**src/wakeup_pkg.sv**
```systemverilog
// Purpose: Constants, register map and helpers of the wake-up timer and field detector.
// Assumes: Byte registers reached by the device's own register port, 100 MHz clock.
// Notes: Configuration and display registers all reset to zero.
// Contract
// Range bit picks 100 ms or 10 ms step
// Period is (code plus one) times step
// Periodic bit raises interrupt at every expiry
// Amplitude enable starts measurement at expiry
// Amplitude interrupt only when difference exceeds threshold
// Phase enable starts measurement at expiry
// Phase interrupt only when difference exceeds threshold
// Amplitude threshold sits in bits 7..4
// Phase threshold sits in bits 7..4
// Amplitude include bit folds triggering measurement in
// Phase include bit folds triggering measurement in
// Weight codes give 4, 8, 16, 32
// Amplitude averaging bit compares against running average
// Phase averaging bit compares against running average
// Amplitude reference register, read-write, resets zero
// Phase reference register, read-write, resets zero
// Amplitude running average readable
// Latest amplitude result readable
// Configuration cleared by reset and set-default
// Amplitude displays cleared by reset and set-default
// Phase running average readable, cleared likewise
// Latest phase result readable, cleared likewise
// Average moves by difference over weight, saturating
// Comparison uses absolute difference
package wakeup_pkg;
  localparam int unsigned CLK_PERIOD_NS = 10;
  localparam int unsigned STEP_SHORT_MS = 10;
  localparam int unsigned STEP_SHORT_CYCLES = STEP_SHORT_MS * 1000000 / CLK_PERIOD_NS;
  localparam logic [6:0] STEP_LONG_TICKS = 7'h0a; // 100 ms counted in 10 ms ticks.
  localparam logic [6:0] STEP_SHORT_TICKS = 7'h01;

  localparam logic [7:0] ADDR_TIMER_CTRL = 8'h31;
  localparam logic [7:0] ADDR_AMP_CFG = 8'h32;
  localparam logic [7:0] ADDR_AMP_REF = 8'h33;
  localparam logic [7:0] ADDR_AMP_AVG = 8'h34;
  localparam logic [7:0] ADDR_AMP_RESULT = 8'h35;
  localparam logic [7:0] ADDR_PHASE_CFG = 8'h36;
  localparam logic [7:0] ADDR_PHASE_REF = 8'h37;
  localparam logic [7:0] ADDR_PHASE_AVG = 8'h38;
  localparam logic [7:0] ADDR_PHASE_RESULT = 8'h39;

  localparam logic [7:0] REG_RESET = 8'h00;
  localparam logic [7:0] TIMER_CTRL_MASK = 8'hfe;

  localparam int unsigned TIMER_RANGE_BIT = 7;
  localparam int unsigned TIMER_CODE_HI = 6;
  localparam int unsigned TIMER_CODE_LO = 4;
  localparam int unsigned TIMER_PERIODIC_BIT = 3;
  localparam int unsigned TIMER_AMP_BIT = 2;
  localparam int unsigned TIMER_PHASE_BIT = 1;

  localparam int unsigned CFG_LIMIT_HI = 7;
  localparam int unsigned CFG_LIMIT_LO = 4;
  localparam int unsigned CFG_INCLUDE_BIT = 3;
  localparam int unsigned CFG_WEIGHT_HI = 2;
  localparam int unsigned CFG_WEIGHT_LO = 1;
  localparam int unsigned CFG_AVG_REF_BIT = 0;

  localparam int unsigned CHANNELS = 2;
  localparam int unsigned CH_AMP = 0;
  localparam int unsigned CH_PHASE = 1;

  typedef enum logic [1:0] {
    CHECK_IDLE = 2'b00,
    CHECK_WAIT = 2'b01
  } check_state_t;

  function automatic logic [7:0] abs_diff(input logic [7:0] a, input logic [7:0] b);
    abs_diff = (a >= b) ? (a - b) : (b - a);
  endfunction : abs_diff
endpackage : wakeup_pkg

```
**src/check_if.sv**
```systemverilog
// Purpose: Carries one channel's settings, start and results between top and check unit.
// Assumes: One instance per measured quantity.
// Notes: The control side owns configuration, the unit owns results.
`timescale 1ns/1ps
interface check_if;
  logic [3:0] limit;
  logic include_trigger;
  logic [1:0] avg_weight;
  logic avg_as_ref;
  logic [7:0] ref_value;
  logic clear;
  logic start;
  logic meas_done;
  logic [7:0] meas_value;
  logic [7:0] avg_value;
  logic [7:0] result_value;
  logic irq;
  modport ctrl (
    output limit, include_trigger, avg_weight, avg_as_ref, ref_value, clear, start,
    output meas_done, meas_value,
    input avg_value, result_value, irq
  );
  modport unit (
    input limit, include_trigger, avg_weight, avg_as_ref, ref_value, clear, start,
    input meas_done, meas_value,
    output avg_value, result_value, irq
  );
endinterface : check_if

```
**src/wakeup_tick_timer.sv**
```systemverilog
// Purpose: Wake-up period counter producing a one-cycle expiry pulse.
// Assumes: Restart is pulsed whenever the period setting changes.
// Notes: A 10 ms prescaler feeds a tick counter so both ranges share one path.
`timescale 1ns/1ps
module wakeup_tick_timer #(
  parameter int unsigned STEP_CYCLES = wakeup_pkg::STEP_SHORT_CYCLES
) (
  input wire logic clk_in, // System clock.
  input wire logic rst_in, // Synchronous reset.
  input wire logic restart_in, // Restart the period from zero.
  input wire logic run_in, // Timer counts while high.
  input wire logic range_in, // 1 picks the short step.
  input wire logic [2:0] code_in, // Timeout code.
  output logic expire_out // One-cycle pulse at each expiry.
);
  logic [31:0] pre_q;
  logic [6:0] tick_q;
  logic [6:0] step_ticks;
  logic [6:0] target;
  logic tick;

  assign step_ticks = range_in ? wakeup_pkg::STEP_SHORT_TICKS : wakeup_pkg::STEP_LONG_TICKS;
  assign target = 7'((8'(code_in) + 8'h01) * 8'(step_ticks));
  assign tick = (pre_q == 32'(STEP_CYCLES - 1));

  always_ff @(posedge clk_in) begin
    if (rst_in || restart_in || !run_in || tick) begin
      pre_q <= 32'h0;
    end else begin
      pre_q <= pre_q + 32'h1;
    end
  end

  always_ff @(posedge clk_in) begin
    if (rst_in || restart_in || !run_in) begin
      tick_q <= 7'h0;
      expire_out <= 1'b0;
    end else if (tick && (tick_q == target - 7'h1)) begin
      tick_q <= 7'h0;
      expire_out <= 1'b1;
    end else begin
      tick_q <= tick ? tick_q + 7'h1 : tick_q;
      expire_out <= 1'b0;
    end
  end
endmodule : wakeup_tick_timer

```
**src/field_check.sv**
```systemverilog
// Purpose: One measurement channel: compare with reference, flag change, keep average.
// Assumes: The front end answers each start with exactly one done pulse.
// Notes: Done pulses that arrive with no measurement pending are ignored.
`timescale 1ns/1ps
module field_check (
  input wire logic clk_in, // System clock.
  input wire logic rst_in, // Synchronous reset.
  check_if.unit ch // Channel settings and results.
);
  wakeup_pkg::check_state_t state_q;
  logic [7:0] avg_q;
  logic [7:0] result_q;
  logic irq_q;
  logic [7:0] ref_used;
  logic over;
  logic [9:0] diff;
  logic [9:0] step;
  logic [9:0] sum;

  assign ref_used = ch.avg_as_ref ? avg_q : ch.ref_value;
  assign over = wakeup_pkg::abs_diff(ch.meas_value, ref_used) > {4'h0, ch.limit};
  assign diff = {2'b00, ch.meas_value} - {2'b00, avg_q};
  assign step = $signed(diff) >>> (3'(ch.avg_weight) + 3'h2);
  assign sum = {2'b00, avg_q} + step;

  always_ff @(posedge clk_in) begin
    if (rst_in || ch.clear) begin
      state_q <= wakeup_pkg::CHECK_IDLE;
    end else begin
      case (state_q)
        wakeup_pkg::CHECK_IDLE: state_q <= ch.start ? wakeup_pkg::CHECK_WAIT : state_q;
        wakeup_pkg::CHECK_WAIT: state_q <= ch.meas_done ? wakeup_pkg::CHECK_IDLE : state_q;
        default: state_q <= wakeup_pkg::CHECK_IDLE;
      endcase
    end
  end

  always_ff @(posedge clk_in) begin
    if (rst_in || ch.clear) begin
      result_q <= wakeup_pkg::REG_RESET;
      irq_q <= 1'b0;
    end else begin
      irq_q <= (state_q == wakeup_pkg::CHECK_WAIT) && ch.meas_done && over;
      if ((state_q == wakeup_pkg::CHECK_WAIT) && ch.meas_done) begin
        result_q <= ch.meas_value;
      end
    end
  end

  // Negative steps that overshoot below zero clamp at 0, positive ones at 255.
  always_ff @(posedge clk_in) begin
    if (rst_in || ch.clear) begin
      avg_q <= wakeup_pkg::REG_RESET;
    end else if ((state_q == wakeup_pkg::CHECK_WAIT) && ch.meas_done
                 && (!over || ch.include_trigger)) begin
      if (sum[9]) begin
        avg_q <= 8'h00;
      end else if (sum[8]) begin
        avg_q <= 8'hff;
      end else begin
        avg_q <= sum[7:0];
      end
    end
  end

  assign ch.avg_value = avg_q;
  assign ch.result_value = result_q;
  assign ch.irq = irq_q;
endmodule : field_check

```
**src/wakeup_field_detect.sv**
```systemverilog
// Purpose: Wake-up timer with amplitude and phase change detection and its registers.
// Assumes: Register strobes and measurement answers are synchronous one-cycle pulses.
// Notes: The timer runs only while at least one timeout action is enabled.
`timescale 1ns/1ps
module wakeup_field_detect #(
  parameter int unsigned STEP_CYCLES = wakeup_pkg::STEP_SHORT_CYCLES // Cycles per 10 ms.
) (
  input wire logic REF_CLK_IN, // 100 MHz clock.
  input wire logic SYS_RST_IN, // Synchronous reset, active high.
  input wire logic SET_DEFAULT_IN, // Set-default command pulse.
  input wire logic [7:0] REG_ADDR_IN, // Register address.
  input wire logic REG_WR_IN, // Write strobe.
  input wire logic [7:0] REG_WDATA_IN, // Write data.
  input wire logic REG_RD_IN, // Read strobe.
  output logic [7:0] REG_RDATA_OUT, // Read data, valid the cycle after the strobe.
  output logic AMP_START_OUT, // Start amplitude measurement pulse.
  input wire logic AMP_DONE_IN, // Amplitude measurement done pulse.
  input wire logic [7:0] AMP_RESULT_IN, // Amplitude result with done.
  output logic PHASE_START_OUT, // Start phase measurement pulse.
  input wire logic PHASE_DONE_IN, // Phase measurement done pulse.
  input wire logic [7:0] PHASE_RESULT_IN, // Phase result with done.
  output logic TIMER_IRQ_OUT, // Periodic timeout interrupt pulse.
  output logic AMP_IRQ_OUT, // Amplitude change interrupt pulse.
  output logic PHASE_IRQ_OUT // Phase change interrupt pulse.
);
  logic [7:0] timer_ctrl_q;
  logic [7:0] cfg_q [wakeup_pkg::CHANNELS];
  logic [7:0] ref_q [wakeup_pkg::CHANNELS];
  logic expire;
  logic timer_run;
  logic timer_restart;
  logic [wakeup_pkg::CHANNELS-1:0] start_q;
  logic [wakeup_pkg::CHANNELS-1:0] enable;
  logic [wakeup_pkg::CHANNELS-1:0] done;
  logic [7:0] meas [wakeup_pkg::CHANNELS];
  logic [7:0] avg_view [wakeup_pkg::CHANNELS];
  logic [7:0] result_view [wakeup_pkg::CHANNELS];
  logic [wakeup_pkg::CHANNELS-1:0] chk_irq;
  logic [wakeup_pkg::CHANNELS-1:0] chk_irq_q;
  logic timer_irq_q;
  logic [7:0] rdata_q;

  function automatic logic hit(input logic [7:0] addr, input logic [7:0] target);
    hit = (addr == target);
  endfunction : hit

  assign enable[wakeup_pkg::CH_AMP] = timer_ctrl_q[wakeup_pkg::TIMER_AMP_BIT];
  assign enable[wakeup_pkg::CH_PHASE] = timer_ctrl_q[wakeup_pkg::TIMER_PHASE_BIT];
  assign done[wakeup_pkg::CH_AMP] = AMP_DONE_IN;
  assign done[wakeup_pkg::CH_PHASE] = PHASE_DONE_IN;
  assign meas[wakeup_pkg::CH_AMP] = AMP_RESULT_IN;
  assign meas[wakeup_pkg::CH_PHASE] = PHASE_RESULT_IN;
  assign timer_run = |timer_ctrl_q[wakeup_pkg::TIMER_PERIODIC_BIT:wakeup_pkg::TIMER_PHASE_BIT];
  // A new period setting takes effect from a fresh start rather than mid-count.
  assign timer_restart = SET_DEFAULT_IN || (REG_WR_IN && hit(REG_ADDR_IN,
                         wakeup_pkg::ADDR_TIMER_CTRL));

  always_ff @(posedge REF_CLK_IN) begin
    if (SYS_RST_IN || SET_DEFAULT_IN) begin
      timer_ctrl_q <= wakeup_pkg::REG_RESET;
    end else if (REG_WR_IN && hit(REG_ADDR_IN, wakeup_pkg::ADDR_TIMER_CTRL)) begin
      timer_ctrl_q <= REG_WDATA_IN & wakeup_pkg::TIMER_CTRL_MASK;
    end
  end

  wakeup_tick_timer #(
    .STEP_CYCLES(STEP_CYCLES)
  ) u_timer (
    .clk_in(REF_CLK_IN),
    .rst_in(SYS_RST_IN),
    .restart_in(timer_restart),
    .run_in(timer_run),
    .range_in(timer_ctrl_q[wakeup_pkg::TIMER_RANGE_BIT]),
    .code_in(timer_ctrl_q[wakeup_pkg::TIMER_CODE_HI:wakeup_pkg::TIMER_CODE_LO]),
    .expire_out(expire)
  );

  always_ff @(posedge REF_CLK_IN) begin
    if (SYS_RST_IN || SET_DEFAULT_IN) begin
      timer_irq_q <= 1'b0;
    end else begin
      timer_irq_q <= expire && timer_ctrl_q[wakeup_pkg::TIMER_PERIODIC_BIT];
    end
  end

  always_ff @(posedge REF_CLK_IN) begin
    if (SYS_RST_IN || SET_DEFAULT_IN) begin
      start_q <= '0;
    end else begin
      start_q <= {wakeup_pkg::CHANNELS{expire}} & enable;
    end
  end

  always_ff @(posedge REF_CLK_IN) begin
    if (SYS_RST_IN || SET_DEFAULT_IN) begin
      chk_irq_q <= '0;
    end else begin
      chk_irq_q <= chk_irq;
    end
  end

  // Both channels share one layout; only the register addresses differ.
  for (genvar c = 0; c < wakeup_pkg::CHANNELS; c++) begin : g_ch
    localparam logic [7:0] CFG_ADDR = (c == wakeup_pkg::CH_AMP) ?
        wakeup_pkg::ADDR_AMP_CFG : wakeup_pkg::ADDR_PHASE_CFG;
    localparam logic [7:0] REF_ADDR = (c == wakeup_pkg::CH_AMP) ?
        wakeup_pkg::ADDR_AMP_REF : wakeup_pkg::ADDR_PHASE_REF;
    check_if chi ();

    always_ff @(posedge REF_CLK_IN) begin
      if (SYS_RST_IN || SET_DEFAULT_IN) begin
        cfg_q[c] <= wakeup_pkg::REG_RESET;
        ref_q[c] <= wakeup_pkg::REG_RESET;
      end else if (REG_WR_IN) begin
        if (hit(REG_ADDR_IN, CFG_ADDR)) begin
          cfg_q[c] <= REG_WDATA_IN;
        end
        if (hit(REG_ADDR_IN, REF_ADDR)) begin
          ref_q[c] <= REG_WDATA_IN;
        end
      end
    end

    assign chi.limit = cfg_q[c][wakeup_pkg::CFG_LIMIT_HI:wakeup_pkg::CFG_LIMIT_LO];
    assign chi.include_trigger = cfg_q[c][wakeup_pkg::CFG_INCLUDE_BIT];
    assign chi.avg_weight = cfg_q[c][wakeup_pkg::CFG_WEIGHT_HI:wakeup_pkg::CFG_WEIGHT_LO];
    assign chi.avg_as_ref = cfg_q[c][wakeup_pkg::CFG_AVG_REF_BIT];
    assign chi.ref_value = ref_q[c];
    assign chi.clear = SET_DEFAULT_IN;
    assign chi.start = start_q[c];
    assign chi.meas_done = done[c];
    assign chi.meas_value = meas[c];
    assign avg_view[c] = chi.avg_value;
    assign result_view[c] = chi.result_value;
    assign chk_irq[c] = chi.irq;

    field_check u_check (
      .clk_in(REF_CLK_IN),
      .rst_in(SYS_RST_IN),
      .ch(chi.unit)
    );
  end

  always_ff @(posedge REF_CLK_IN) begin
    if (SYS_RST_IN) begin
      rdata_q <= 8'h00;
    end else if (REG_RD_IN) begin
      case (REG_ADDR_IN)
        wakeup_pkg::ADDR_TIMER_CTRL: rdata_q <= timer_ctrl_q;
        wakeup_pkg::ADDR_AMP_CFG: rdata_q <= cfg_q[wakeup_pkg::CH_AMP];
        wakeup_pkg::ADDR_AMP_REF: rdata_q <= ref_q[wakeup_pkg::CH_AMP];
        wakeup_pkg::ADDR_AMP_AVG: rdata_q <= avg_view[wakeup_pkg::CH_AMP];
        wakeup_pkg::ADDR_AMP_RESULT: rdata_q <= result_view[wakeup_pkg::CH_AMP];
        wakeup_pkg::ADDR_PHASE_CFG: rdata_q <= cfg_q[wakeup_pkg::CH_PHASE];
        wakeup_pkg::ADDR_PHASE_REF: rdata_q <= ref_q[wakeup_pkg::CH_PHASE];
        wakeup_pkg::ADDR_PHASE_AVG: rdata_q <= avg_view[wakeup_pkg::CH_PHASE];
        wakeup_pkg::ADDR_PHASE_RESULT: rdata_q <= result_view[wakeup_pkg::CH_PHASE];
        default: rdata_q <= 8'h00;
      endcase
    end
  end

  assign REG_RDATA_OUT = rdata_q;
  assign AMP_START_OUT = start_q[wakeup_pkg::CH_AMP];
  assign PHASE_START_OUT = start_q[wakeup_pkg::CH_PHASE];
  assign TIMER_IRQ_OUT = timer_irq_q;
  assign AMP_IRQ_OUT = chk_irq_q[wakeup_pkg::CH_AMP];
  assign PHASE_IRQ_OUT = chk_irq_q[wakeup_pkg::CH_PHASE];
endmodule : wakeup_field_detect

```
**config.mk**
```make
export PLATFORM = sky130hd
export DESIGN_NAME = wakeup_field_detect
export DESIGN_NICKNAME = d
export VERILOG_FILES = /design/src/wakeup_pkg.sv /design/src/check_if.sv /design/src/wakeup_tick_timer.sv /design/src/field_check.sv /design/src/wakeup_field_detect.sv
export SDC_FILE = /design/constraint.sdc
export NUM_CORES = 1
export LEC_CHECK = 0
export BUFFER_PORTS_ARGS = -buffer_cell sky130_fd_sc_hd__buf_2
export CAP_MARGIN = 40
export CORE_MARGIN = 3
export CORE_UTILIZATION = 55
export DETAILED_ROUTE_END_ITERATION = 12
export PLACE_DENSITY = 0.8
export RECOVER_POWER = 50
export SLEW_MARGIN = 20
export SYNTH_ARGS = -nofsm -noshare
export SYNTH_HDL_FRONTEND = slang
export SYNTH_SLANG_ARGS = --single-unit
```
**constraint.sdc**
```tcl
create_clock -name REF_CLK_IN -period 5 [get_ports REF_CLK_IN]
set_input_delay 0.5 -clock REF_CLK_IN [delete_from_list [all_inputs] [get_ports REF_CLK_IN]]
set_output_delay 0.5 -clock REF_CLK_IN [all_outputs]
set_load 0.1 [all_outputs]
```
Word-level counts from Yosys, hierarchy flattened --
Memory sizes are Yosys's and may differ from the RTL's. Index checks and enable logic that the tools add are counted.
Storage, ports and cells: bits in registers 98, memory bits (writable) 32, input port bits 39, output and inout bits 13, logic and storage cells 125, memories kept 2
Cells by class: $add $sub $neg 14, multipliers 1, magnitude comparators 4, equal/unequal tests 17, shift-type cells 2, mux-type cells 39, bitwise logic cells 5, reductions and logical operators 25
Memory list:
- cfg_q | depth 2, bits a word 8, rd ports 2, clocked after Yosys merged registers in 0, wr ports 2, RTL line wakeup_field_detect.sv:27 | logic [7:0] cfg_q [wakeup_pkg::CHANNELS];
- ref_q | depth 2, bits a word 8, rd ports 2, clocked after Yosys merged registers in 0, wr ports 2, RTL line wakeup_field_detect.sv:28 | logic [7:0] ref_q [wakeup_pkg::CHANNELS];
Operator list (number):
- 8-bit 2-to-1 mux | 12
- 8-bit by 6-bit equality test with 1-bit output (second input constant) | 9
- 8-bit one-hot mux with 9 select lines | 1
- 32-bit by 1-bit adder with 32-bit output (second input constant) | 1
- 32-bit by 20-bit equality test with 1-bit output (second input constant) | 1
- 8-bit subtractor | 4
- 8-bit by 10-bit adder with 10-bit output | 2
- 10-bit by 3-bit >>> shifter with 10-bit output | 2
- 1-bit 2-to-1 mux | 19
- 8-bit by 8-bit subtractor with 9-bit output | 2
- 8-bit >= comparator | 2
- 8-bit by 4-bit > comparator with 1-bit output | 2
- 1-bit logical AND | 9
- 8-bit by 7-bit multiplier with 7-bit output | 1
- 2-bit 2-to-1 mux | 4
- 2-bit inequality test (second input constant) | 4
- 2-bit one-hot mux with 2 select lines | 2
- 7-bit by 1-bit adder with 7-bit output (second input constant) | 1
- 7-bit equality test | 1
- 1-bit logical OR | 7
- 7-bit by 1-bit subtractor with 7-bit output (second input constant) | 1
- 2-bit by 2-bit adder with 3-bit output (second input constant) | 2
- 3-bit by 1-bit adder with 4-bit output (second input constant) | 1
- 2-bit by 1-bit equality test with 1-bit output (second input constant) | 2
- other kinds (8) | 15

Longest topological paths before layout --
Gate-level depths: netlist of run 1. An unclocked memory read counts as a cell.
word-level depth 8, gate-level depth with buffers 21, depth with buffers taken out 21

Hierarchy --
From an unflattened synthesis of run 1, not the netlist that was laid out.
Unflattened totals: cells, all modules 1163, area, all modules 10124.7 um^2
By module, submodules not included:
- wakeup_field_detect | times used 1, cells an instance 234, area each 2711.4 um^2, sequential area each 1361.3 um^2
- field_check at g_ch[1].u_check | times used 1, cells an instance 335, area each 2583.7 um^2, sequential area each 360.3 um^2
- field_check at g_ch[0].u_check | times used 1, cells an instance 331, area each 2489.9 um^2, sequential area each 360.3 um^2
- wakeup_tick_timer | times used 1, cells an instance 263, area each 2339.7 um^2, sequential area each 800.8 um^2

Worst setup path before layout of run 1 --
Ideal clock, no wire load.
path kind reg2reg, start memory cfg_q[0][0], end register g_ch[0].u_check.avg_q[0], setup time 72 ps, arrival 4212 ps, required time 4928 ps, path slack 716 ps, cell stages (with the launch flop) 21, period minus slack after synthesis 4284 ps, cells stage by stage edfxtp_1 > clkbuf_1 > mux2i_1 > inv_1 > ha_1 > inv_1 > fa_1 > a21oi_1 > o22ai_1 > o21a_1 > o22ai_2 > mux2_2 > ha_1 > nor2b_1 > o21a_1 > o21a_1 > o21ai_1 > nor2_1 > a2111oi_0 > nand2_1 > o2bb2ai_1
RTL lines:
- from (decl) | RTL line wakeup_field_detect.sv:27
- to (signal assigned) | RTL line field_check.sv:53 | avg_q <= wakeup_pkg::REG_RESET;
- to (signal assigned) | RTL line field_check.sv:61 | avg_q <= sum[7:0];
- to (decl) | RTL line field_check.sv:11 | logic [7:0] avg_q;

==> results.toml, run 1 <==
[clock_tree]
post-cts-setup-buffer-count = 0
clock_sinks = 128
insertion_delay_ns = 0.41
cts_buffers = 17
cts_root_buffer = "clkbuf_16"
htreeDepth = 4
cts_resized = 0
cts_tree = "done"
cts_buffer_depth = 2
clkTransAtPathRegs_ns = 0.06
postCtsHoldBufs = 0

[floorplan]
fp.coreArea_sq_um = 16640
fp-row-count = 47
initial_core_util = 0.5630
fp.dieArea_sq_um = 18640
die_x_microns = 136.5
num_io_pins = 52
die_h_microns = 136.5

[setup_path]
slowest_delay_ns = 0.64
cp_top_family = "compound AO/OA/AOI/OAI gates"
start_kind = "flip-flop"
cp_data_arrival_time_ns = 4.93
path_buf_inv = 1
cp_slowest_cell = "edfxtp_1"
worstPathMaxFanout = 11
end_kind = "flip-flop"
crit_type = "flip-flop to flip-flop"
cp.required_ns = 5.31
rrSetupSlack_ns = 0.38
path_cells = "mux2i_1, inv_1, ha_1, a21oi_2, a31oi_2, a211oi_4, o21ai_0, xnor2_1, ha_1, a21oi_1, o21a_1, o21ai_0, or4_1, nand3b_4, a21oi_4, a32o_1"

[synthesis]
synth_cell_types = 83
yosysWarnings = 0
syn-num-nets = 1226
synth_top_area_frac = 0.2051
synth_edf_count = 32
synthTopCellsByArea = "dfxtp_1 (21%), ha_1 (11%), edfxtp_1 (10%)"
syn_area_sq_um = 9370
synth_seq_cells = 128
synthCells = 1098
async_flop_share = 0
yosys.area.top_type = "dfxtp_1"
synthFlopType = "dfxtp_1"
synth_seq_area_share = 0.3077
synth_area_per_cell_sq_um = 8.534

[detailed_routing]
wl_per_cell_microns = 17.25
ant_nets = 0
via_per_inst = 5.920
vias = 8117
routed_wl_microns = 23650
dr.pass1.iters = 5
drtIter0Drc = 895
drc = 0

[sta]
fin_skew_ns = 0.009304
finalSetupViolCount = 0
hold_violations = 0
finalSetupTns_ns = 0
setup_ws_ns = 0.3779
slew_violations = 31
finalCritPeriodShare = 0.9244
fmax_mhz = 216.4
rsz0062_at_grt = "no"
relSlewSlack = -0.08600
min_period_ns = 4.622
tightest_slew_ns = 1.629

[global_route]
grt_usage = 0.2552
grt_overflow = 0
grt_first_pass_wirelength_microns = 37680
antenna_found_initial = 2
grt_pass1_vias = 7504
grt_max_degree = 33

[power]
p_seq_frac = 0.405
swShare = 0.2708
powerDensity_nw_per_um2 = 262.6
switchingPower_uw = 732.2
pwr-share-comb = 0.166
p_leak_nw = 4.116
intPower_mw = 1.971
irDropWorstVdd_mv = 0.2607
power_frac_clock = 0.429

[place]
dp_slack_ns = 0.3112
dpl.hpwl_microns = 17570
gp_congestion = 0.9496
io_buffers = 51

[min_path]
min_path_type = "input port to flip-flop"

[run_status]
outcome = "complete, but fails checks"
violations = "capacitance limit, slew limit"

[layout]
nets = 1267
area_growth_pct = 9.881
drive_gt1_frac = 0.09557
antenna_cells = 0

[job]
maxCapViolCount = 1
==> path summary, 6_finish.rpt <==
| kind | from | to | depth (start not counted) |
|---|---|---|---|
| setup / recovery | cfg_q[1][0]$_SDFFCE_PN0P_ | g_ch[1].u_check.ch.avg_value[4]$_SDFFE_PP0P_ | 16 |
| hold / removal | PHASE_RESULT_IN[2] | g_ch[1].u_check.ch.result_value[2]$_SDFFE_PP0P_ | 3 |
| setup reg to reg | cfg_q[1][0]$_SDFFCE_PN0P_ | g_ch[1].u_check.ch.avg_value[4]$_SDFFE_PP0P_ | 16 |
| hold reg to reg | g_ch[0].u_check.ch.irq$_SDFF_PP0_ | chk_irq_q[0]$_SDFF_PP0_ | 1 |
==> flip-flops by register name, summed over array words and instances (netlist names), 7 cells and up <==
name	flops
timer_ctrl_q	7
u_timer.tick_q	7
u_timer.pre_q	32
REG_RDATA_OUT	8
g_ch.u_check.ch.result_value	16
g_ch.u_check.ch.avg_value	16
cfg_q	16
ref_q	16
==> stage by stage <==
stage / hold slack [ns] / instances / area (sq um) / power, mW / utilization
2_1_floorplan: 0.4057 / 1098 / 9370 / 1.445 / -
3_5_place_dp: 0.4183 / 1336 / 9739 / 1.552 / 0.5852
3_3_place_gp: 0.4092 / 1334 / 9729 / 1.543 / 0.5846
6_report: 0.3713 / 1371 / 10300 / 2.703 / 0.6187
4_1_cts: 0.3685 / 1367 / 10290 / 2.702 / 0.6185
5_1_grt: 0.3724 / 1371 / 10300 / 2.804 / 0.6187
==> cells in the final DEF (no fill, tap or decap), drive strengths merged, types with 37 or more instances in the layout <==
cell type | synthesis | layout
o21ai | 37 | 37
and2 | 42 | 42
nor2 | 109 | 109
xor2 | 39 | 39
ha | 79 | 79
clkbuf | 22 | 38
nand2 | 100 | 100
a21oi | 75 | 75
dfxtp | 96 | 96
inv | 85 | 85
buf | 17 | 45
==> tightest hold or removal path, cell delays in order <==
cell and delay [ns]:
buf_2 0.13, nand2_1 0.05, a21oi_1 0.05
==> cell families after synthesis <==
kind of cell | Yosys count | share of synthesized area
AND/OR/NAND/NOR | 405 | 0.2173
AO/OA/AOI/OAI | 236 | 0.1727
flip-flops | 128 | 0.3077
buffers and inverters | 124 | 0.05555
adder cells (fa/ha/maj) | 89 | 0.1269
XOR/XNOR | 72 | 0.06810
multiplexers | 44 | 0.05194
==> power by group through the flow <==
stage / Combinational (mW) / Sequential, mW / Clock, mW
after CTS: 0.440 / 1.09 / 1.17
after global placement: 0.428 / 1.12 / 0
after floorplan: 0.344 / 1.10 / 0
after detailed placement: 0.437 / 1.12 / 0
final: 0.449 / 1.09 / 1.16
after global routing: 0.495 / 1.09 / 1.21
==> layout make-up <==
| cell class | count | area [sq um] |
|---|---|---|
| clock buffer | 22 | 467.9 |
| clock inverter | 9 | 86.33 |
| fill | 1412 | 6346 |
| inverter | 85 | 319.1 |
| multi-input combinational | 846 | 5964 |
| sequential | 128 | 2883 |
| tap | 220 | 275.3 |
| timing repair buffer | 61 | 300.3 |
==> per-layer routing <==
metal / up-vias / global-route usage / part of all wire
li1: 3962 / - / -
met1: 3802 / 0.3361 / 0.43
met2: 275 / 0.4140 / 0.47
met3: 74 / 0.06140 / 0.068
met4: 4 / 0.08287 / 0.030
met5: - / 0 / 0.00059
==> cell usage after synthesis (4+ instances only) <==
| library cell | count |
|---|---|
| xnor2_1 | 33 |
| nor3_1 | 16 |
| o311ai_1 | 4 |
| o2bb2ai_1 | 8 |
| ha_1 | 79 |
| nand2b_1 | 14 |
| a211oi_1 | 7 |
| mux2i_1 | 34 |
| dfxtp_1 | 96 |
| buf_6 | 4 |
| clkbuf_1 | 22 |
| o21ai_1 | 7 |
| a31oi_1 | 5 |
| nor4_1 | 4 |
| o21a_1 | 7 |
| and4_1 | 5 |
| o22ai_1 | 12 |
| nand4_1 | 21 |
| nor4b_1 | 4 |
| nor2b_1 | 20 |
| mux2_2 | 7 |
| o21bai_1 | 5 |
| a21o_1 | 13 |
| nor2_1 | 108 |
| a22oi_1 | 18 |
| a32o_1 | 8 |
| a21oi_2 | 4 |
| buf_2 | 5 |
| nand2_1 | 100 |
| nand3_1 | 33 |
| inv_1 | 85 |
| a221o_1 | 4 |
| or2_1 | 4 |
| edfxtp_1 | 32 |
| fa_1 | 10 |
| o21ai_0 | 30 |
| a21oi_1 | 70 |
| and2_1 | 42 |
| xor2_1 | 38 |
| buf_4 | 5 |
| and3_1 | 11 |
No activity file was read; power rests on OpenSTA's default activity.
==> run 2, diff against run 1 <==
--- a/config.mk
+++ b/config.mk
@@ -12,6 +12,7 @@
 export DETAILED_ROUTE_END_ITERATION = 12
 export PLACE_DENSITY = 0.8
 export RECOVER_POWER = 50
+export REMOVE_ABC_BUFFERS = 1
 export SLEW_MARGIN = 20
 export SYNTH_ARGS = -nofsm -noshare
 export SYNTH_HDL_FRONTEND = slang
==> results.toml, run 2 (same netlist as run 1, synthesis figures left out) <==
[clock_tree]
cts_buffer_depth = 2
cts_root_buffer = "clkbuf_16"
postCtsHoldBufs = 0
cts_buffers = 17
clock_sinks = 128
htreeDepth = 4
insertion_delay_ns = 0.41
cts_tree = "done"
clkTransAtPathRegs_ns = 0.05

[setup_path]
r2r-start = "cfg_q[1][0]$_SDFFCE_PN0P_"
crit_type = "flip-flop to flip-flop"
crit_top_cell = "ha_1"
worstPathMaxFanout = 11
end_kind = "flip-flop"
cp.required_ns = 5.30
r2r_end = "g_ch[1].u_check.ch.avg_value[7]$_SDFFE_PP0P_"
slowest_delay_ns = 0.65
rrSetupSlack_ns = 0.27
path_cells = "mux2i_1, inv_1, ha_1, a21oi_2, a31oi_2, a211oi_4, nand3_1, o21ai_0, xnor2_1, ha_1, a21oi_1, o21a_1, o211ai_2, or4b_4, nand3b_4, a21oi_4, a32o_1"
rr_worst_depth = 17
cp_data_arrival_time_ns = 5.04
cp_slowest_cell = "edfxtp_1"
start_kind = "flip-flop"

[global_route]
grt_max_degree = 33
grt_first_pass_wirelength_microns = 37990
grt_usage = 0.2565
grt_pass1_vias = 7728
antenna_found_initial = 2
grt_overflow = 0

[layout]
nets = 1266
fill_cells = 1416
layout_common_cells = "nor2_1 (109), nand2_1 (100), dfxtp_1 (96), inv_1 (85), ha_1 (79)"
antenna_cells = 0
area_growth_pct = 10.03
drive_gt1_frac = 0.09296
layout_commonest_cell = "nor2_1"
largest_reg_flops = 32
largest-register = "u_timer.pre_q"

[power]
powerDensity_nw_per_um2 = 264.7
irDropWorstVdd_mv = 0.2642
p_leak_nw = 4.124
totalPowerFinal_mw = 2.729

[place]
gp_congestion = 0.9347
dpl.hpwl_microns = 17640
io_buffers = 51

[sta]
finalCritPeriodShare = 0.9468
slew_violations = 32
finalSetupViolCount = 0
fin_skew_ns = 0.006992
min_period_ns = 4.734
finalSetupTns_ns = 0
rsz0062_at_grt = "no"
fmax_mhz = 211.2
relSlewSlack = -0.07947
hold_violations = 0
tightest_slew_ns = 1.619

[detailed_routing]
wl_per_cell_microns = 16.99
vias = 8218
drtIter0Drc = 761
dr.pass1.iters = 7
routed_wl_microns = 23300
drc = 0
via_per_inst = 5.994
ant_nets = 0

[floorplan]
num_io_pins = 52
fp.dieArea_sq_um = 18640
die_h_microns = 136.5
fp.coreArea_sq_um = 16640
fp-row-count = 47
initial_core_util = 0.5630
die_x_microns = 136.5

[min_path]
hp-start = "PHASE_RESULT_IN[7]"
min_path_type = "input port to flip-flop"
hold_path_depth = 3
min_to = "g_ch[1].u_check.ch.result_value[7]$_SDFFE_PP0P_"

[run_status]
outcome = "complete, but fails checks"
violations = "capacitance limit, slew limit"

[job]
maxCapViolCount = 1
==> run 2: changes by cell type in the layout (fill, tap and decap cells not counted), moves of 3 or more <==
cell / previous run / this run
clkinv_4: 3 / 0
and2_1: 13 / 16
clkbuf_1: 18 / 22
and2_0: 29 / 26
==> run 2: cell type report <==
type,instances,area [sq um],area share
Tap cell,220,275.3,0.02670
Multi-Input combinational cell,846,5972,0.5792
Timing Repair Buffer,60,292.8,0.02840
Sequential cell,128,2883,0.2796
Clock inverter,5,53.80,0.005218
Inverter,85,319.1,0.03095
Clock buffer,27,514.2,0.04988
==> run 2: how the worst max path moves through the flow <==
| stage | startpoint | endpoint | cells past startpoint | slack (ns) |
|---|---|---|---|---|
| finish | cfg_q[1][0]$_SDFFCE_PN0P_ | g_ch[1].u_check.ch.avg_value[7]$_SDFFE_PP0P_ | 17 | 0.27 |
| global route | g_ch[1].u_check.ch.avg_value[2]$_SDFFE_PP0P_ | g_ch[1].u_check.ch.avg_value[2]$_SDFFE_PP0P_ | 20 | 0.03 |
| CTS | cfg_q[0][0]$_SDFFCE_PN0P_ | g_ch[0].u_check.ch.avg_value[6]$_SDFFE_PP0P_ | 19 | 0.31 |
| detailed placement | PHASE_RESULT_IN[2] | g_ch[1].u_check.ch.avg_value[3]$_SDFFE_PP0P_ | 20 | 0.29 |
| global placement | PHASE_RESULT_IN[2] | g_ch[1].u_check.ch.avg_value[2]$_SDFFE_PP0P_ | 20 | 0.45 |
| floorplan | cfg_q[0][0]$_SDFFCE_PN0P_ | g_ch[0].u_check.ch.avg_value[0]$_SDFFE_PP0P_ | 19 | 0.85 |
==> run 2: worst max-delay path, delay by kind of cell (launching register included) <==
family | cells | cell delay [ns]
AO/OA/AOI/OAI | 9 | 1.77
AND/OR/NAND/NOR | 3 | 0.87
adder cells (fa/ha/maj) | 2 | 0.73
flip-flops | 1 | 0.65
multiplexers | 1 | 0.34
XOR/XNOR | 1 | 0.16
buffers and inverters | 1 | 0.08
==> run 2: through the flow <==
| step | instance area (sq um) | utilization | hold slack, ns | setup slack (ns) | std cells |
|---|---|---|---|---|---|
| 5_1_grt | 10310 | 0.6195 | 0.3934 | 0.03209 | 1371 |
| 2_1_floorplan | 9169 | - | 0.4057 | 0.8451 | 1059 |
| 4_1_cts | 10320 | 0.6203 | 0.3667 | 0.3136 | 1370 |
| 3_3_place_gp | 9744 | 0.5855 | 0.4132 | 0.4524 | 1336 |
| 3_5_place_dp | 9754 | 0.5861 | 0.4180 | 0.2891 | 1338 |
| 6_report | 10310 | 0.6195 | 0.3794 | 0.2659 | 1371 |
==> run 2: routing by layer <==
metal / vias to the layer above / GRT usage / wire, microns / part of all wire
met5: - / 0 / 14 / 0.00060
met4: 4 / 0.09462 / 703 / 0.030
met3: 70 / 0.04963 / 1607 / 0.069
met2: 293 / 0.4299 / 11120 / 0.48
met1: 3875 / 0.3291 / 9854 / 0.42
li1: 3976 / - / - / -
==> run 2: repair_timing <==
item	in CTS	in global routing
gates resized for setup	0	1
setup endpoints to repair	0	6
setup buffers	0	1
==> run 2: power breakdown <==
group | internal [mW] | total [mW] | switching (mW)
registers | 1.07 | 1.10 | 0.0207
clock network | 0.752 | 1.19 | 0.433
logic | 0.187 | 0.449 | 0.262
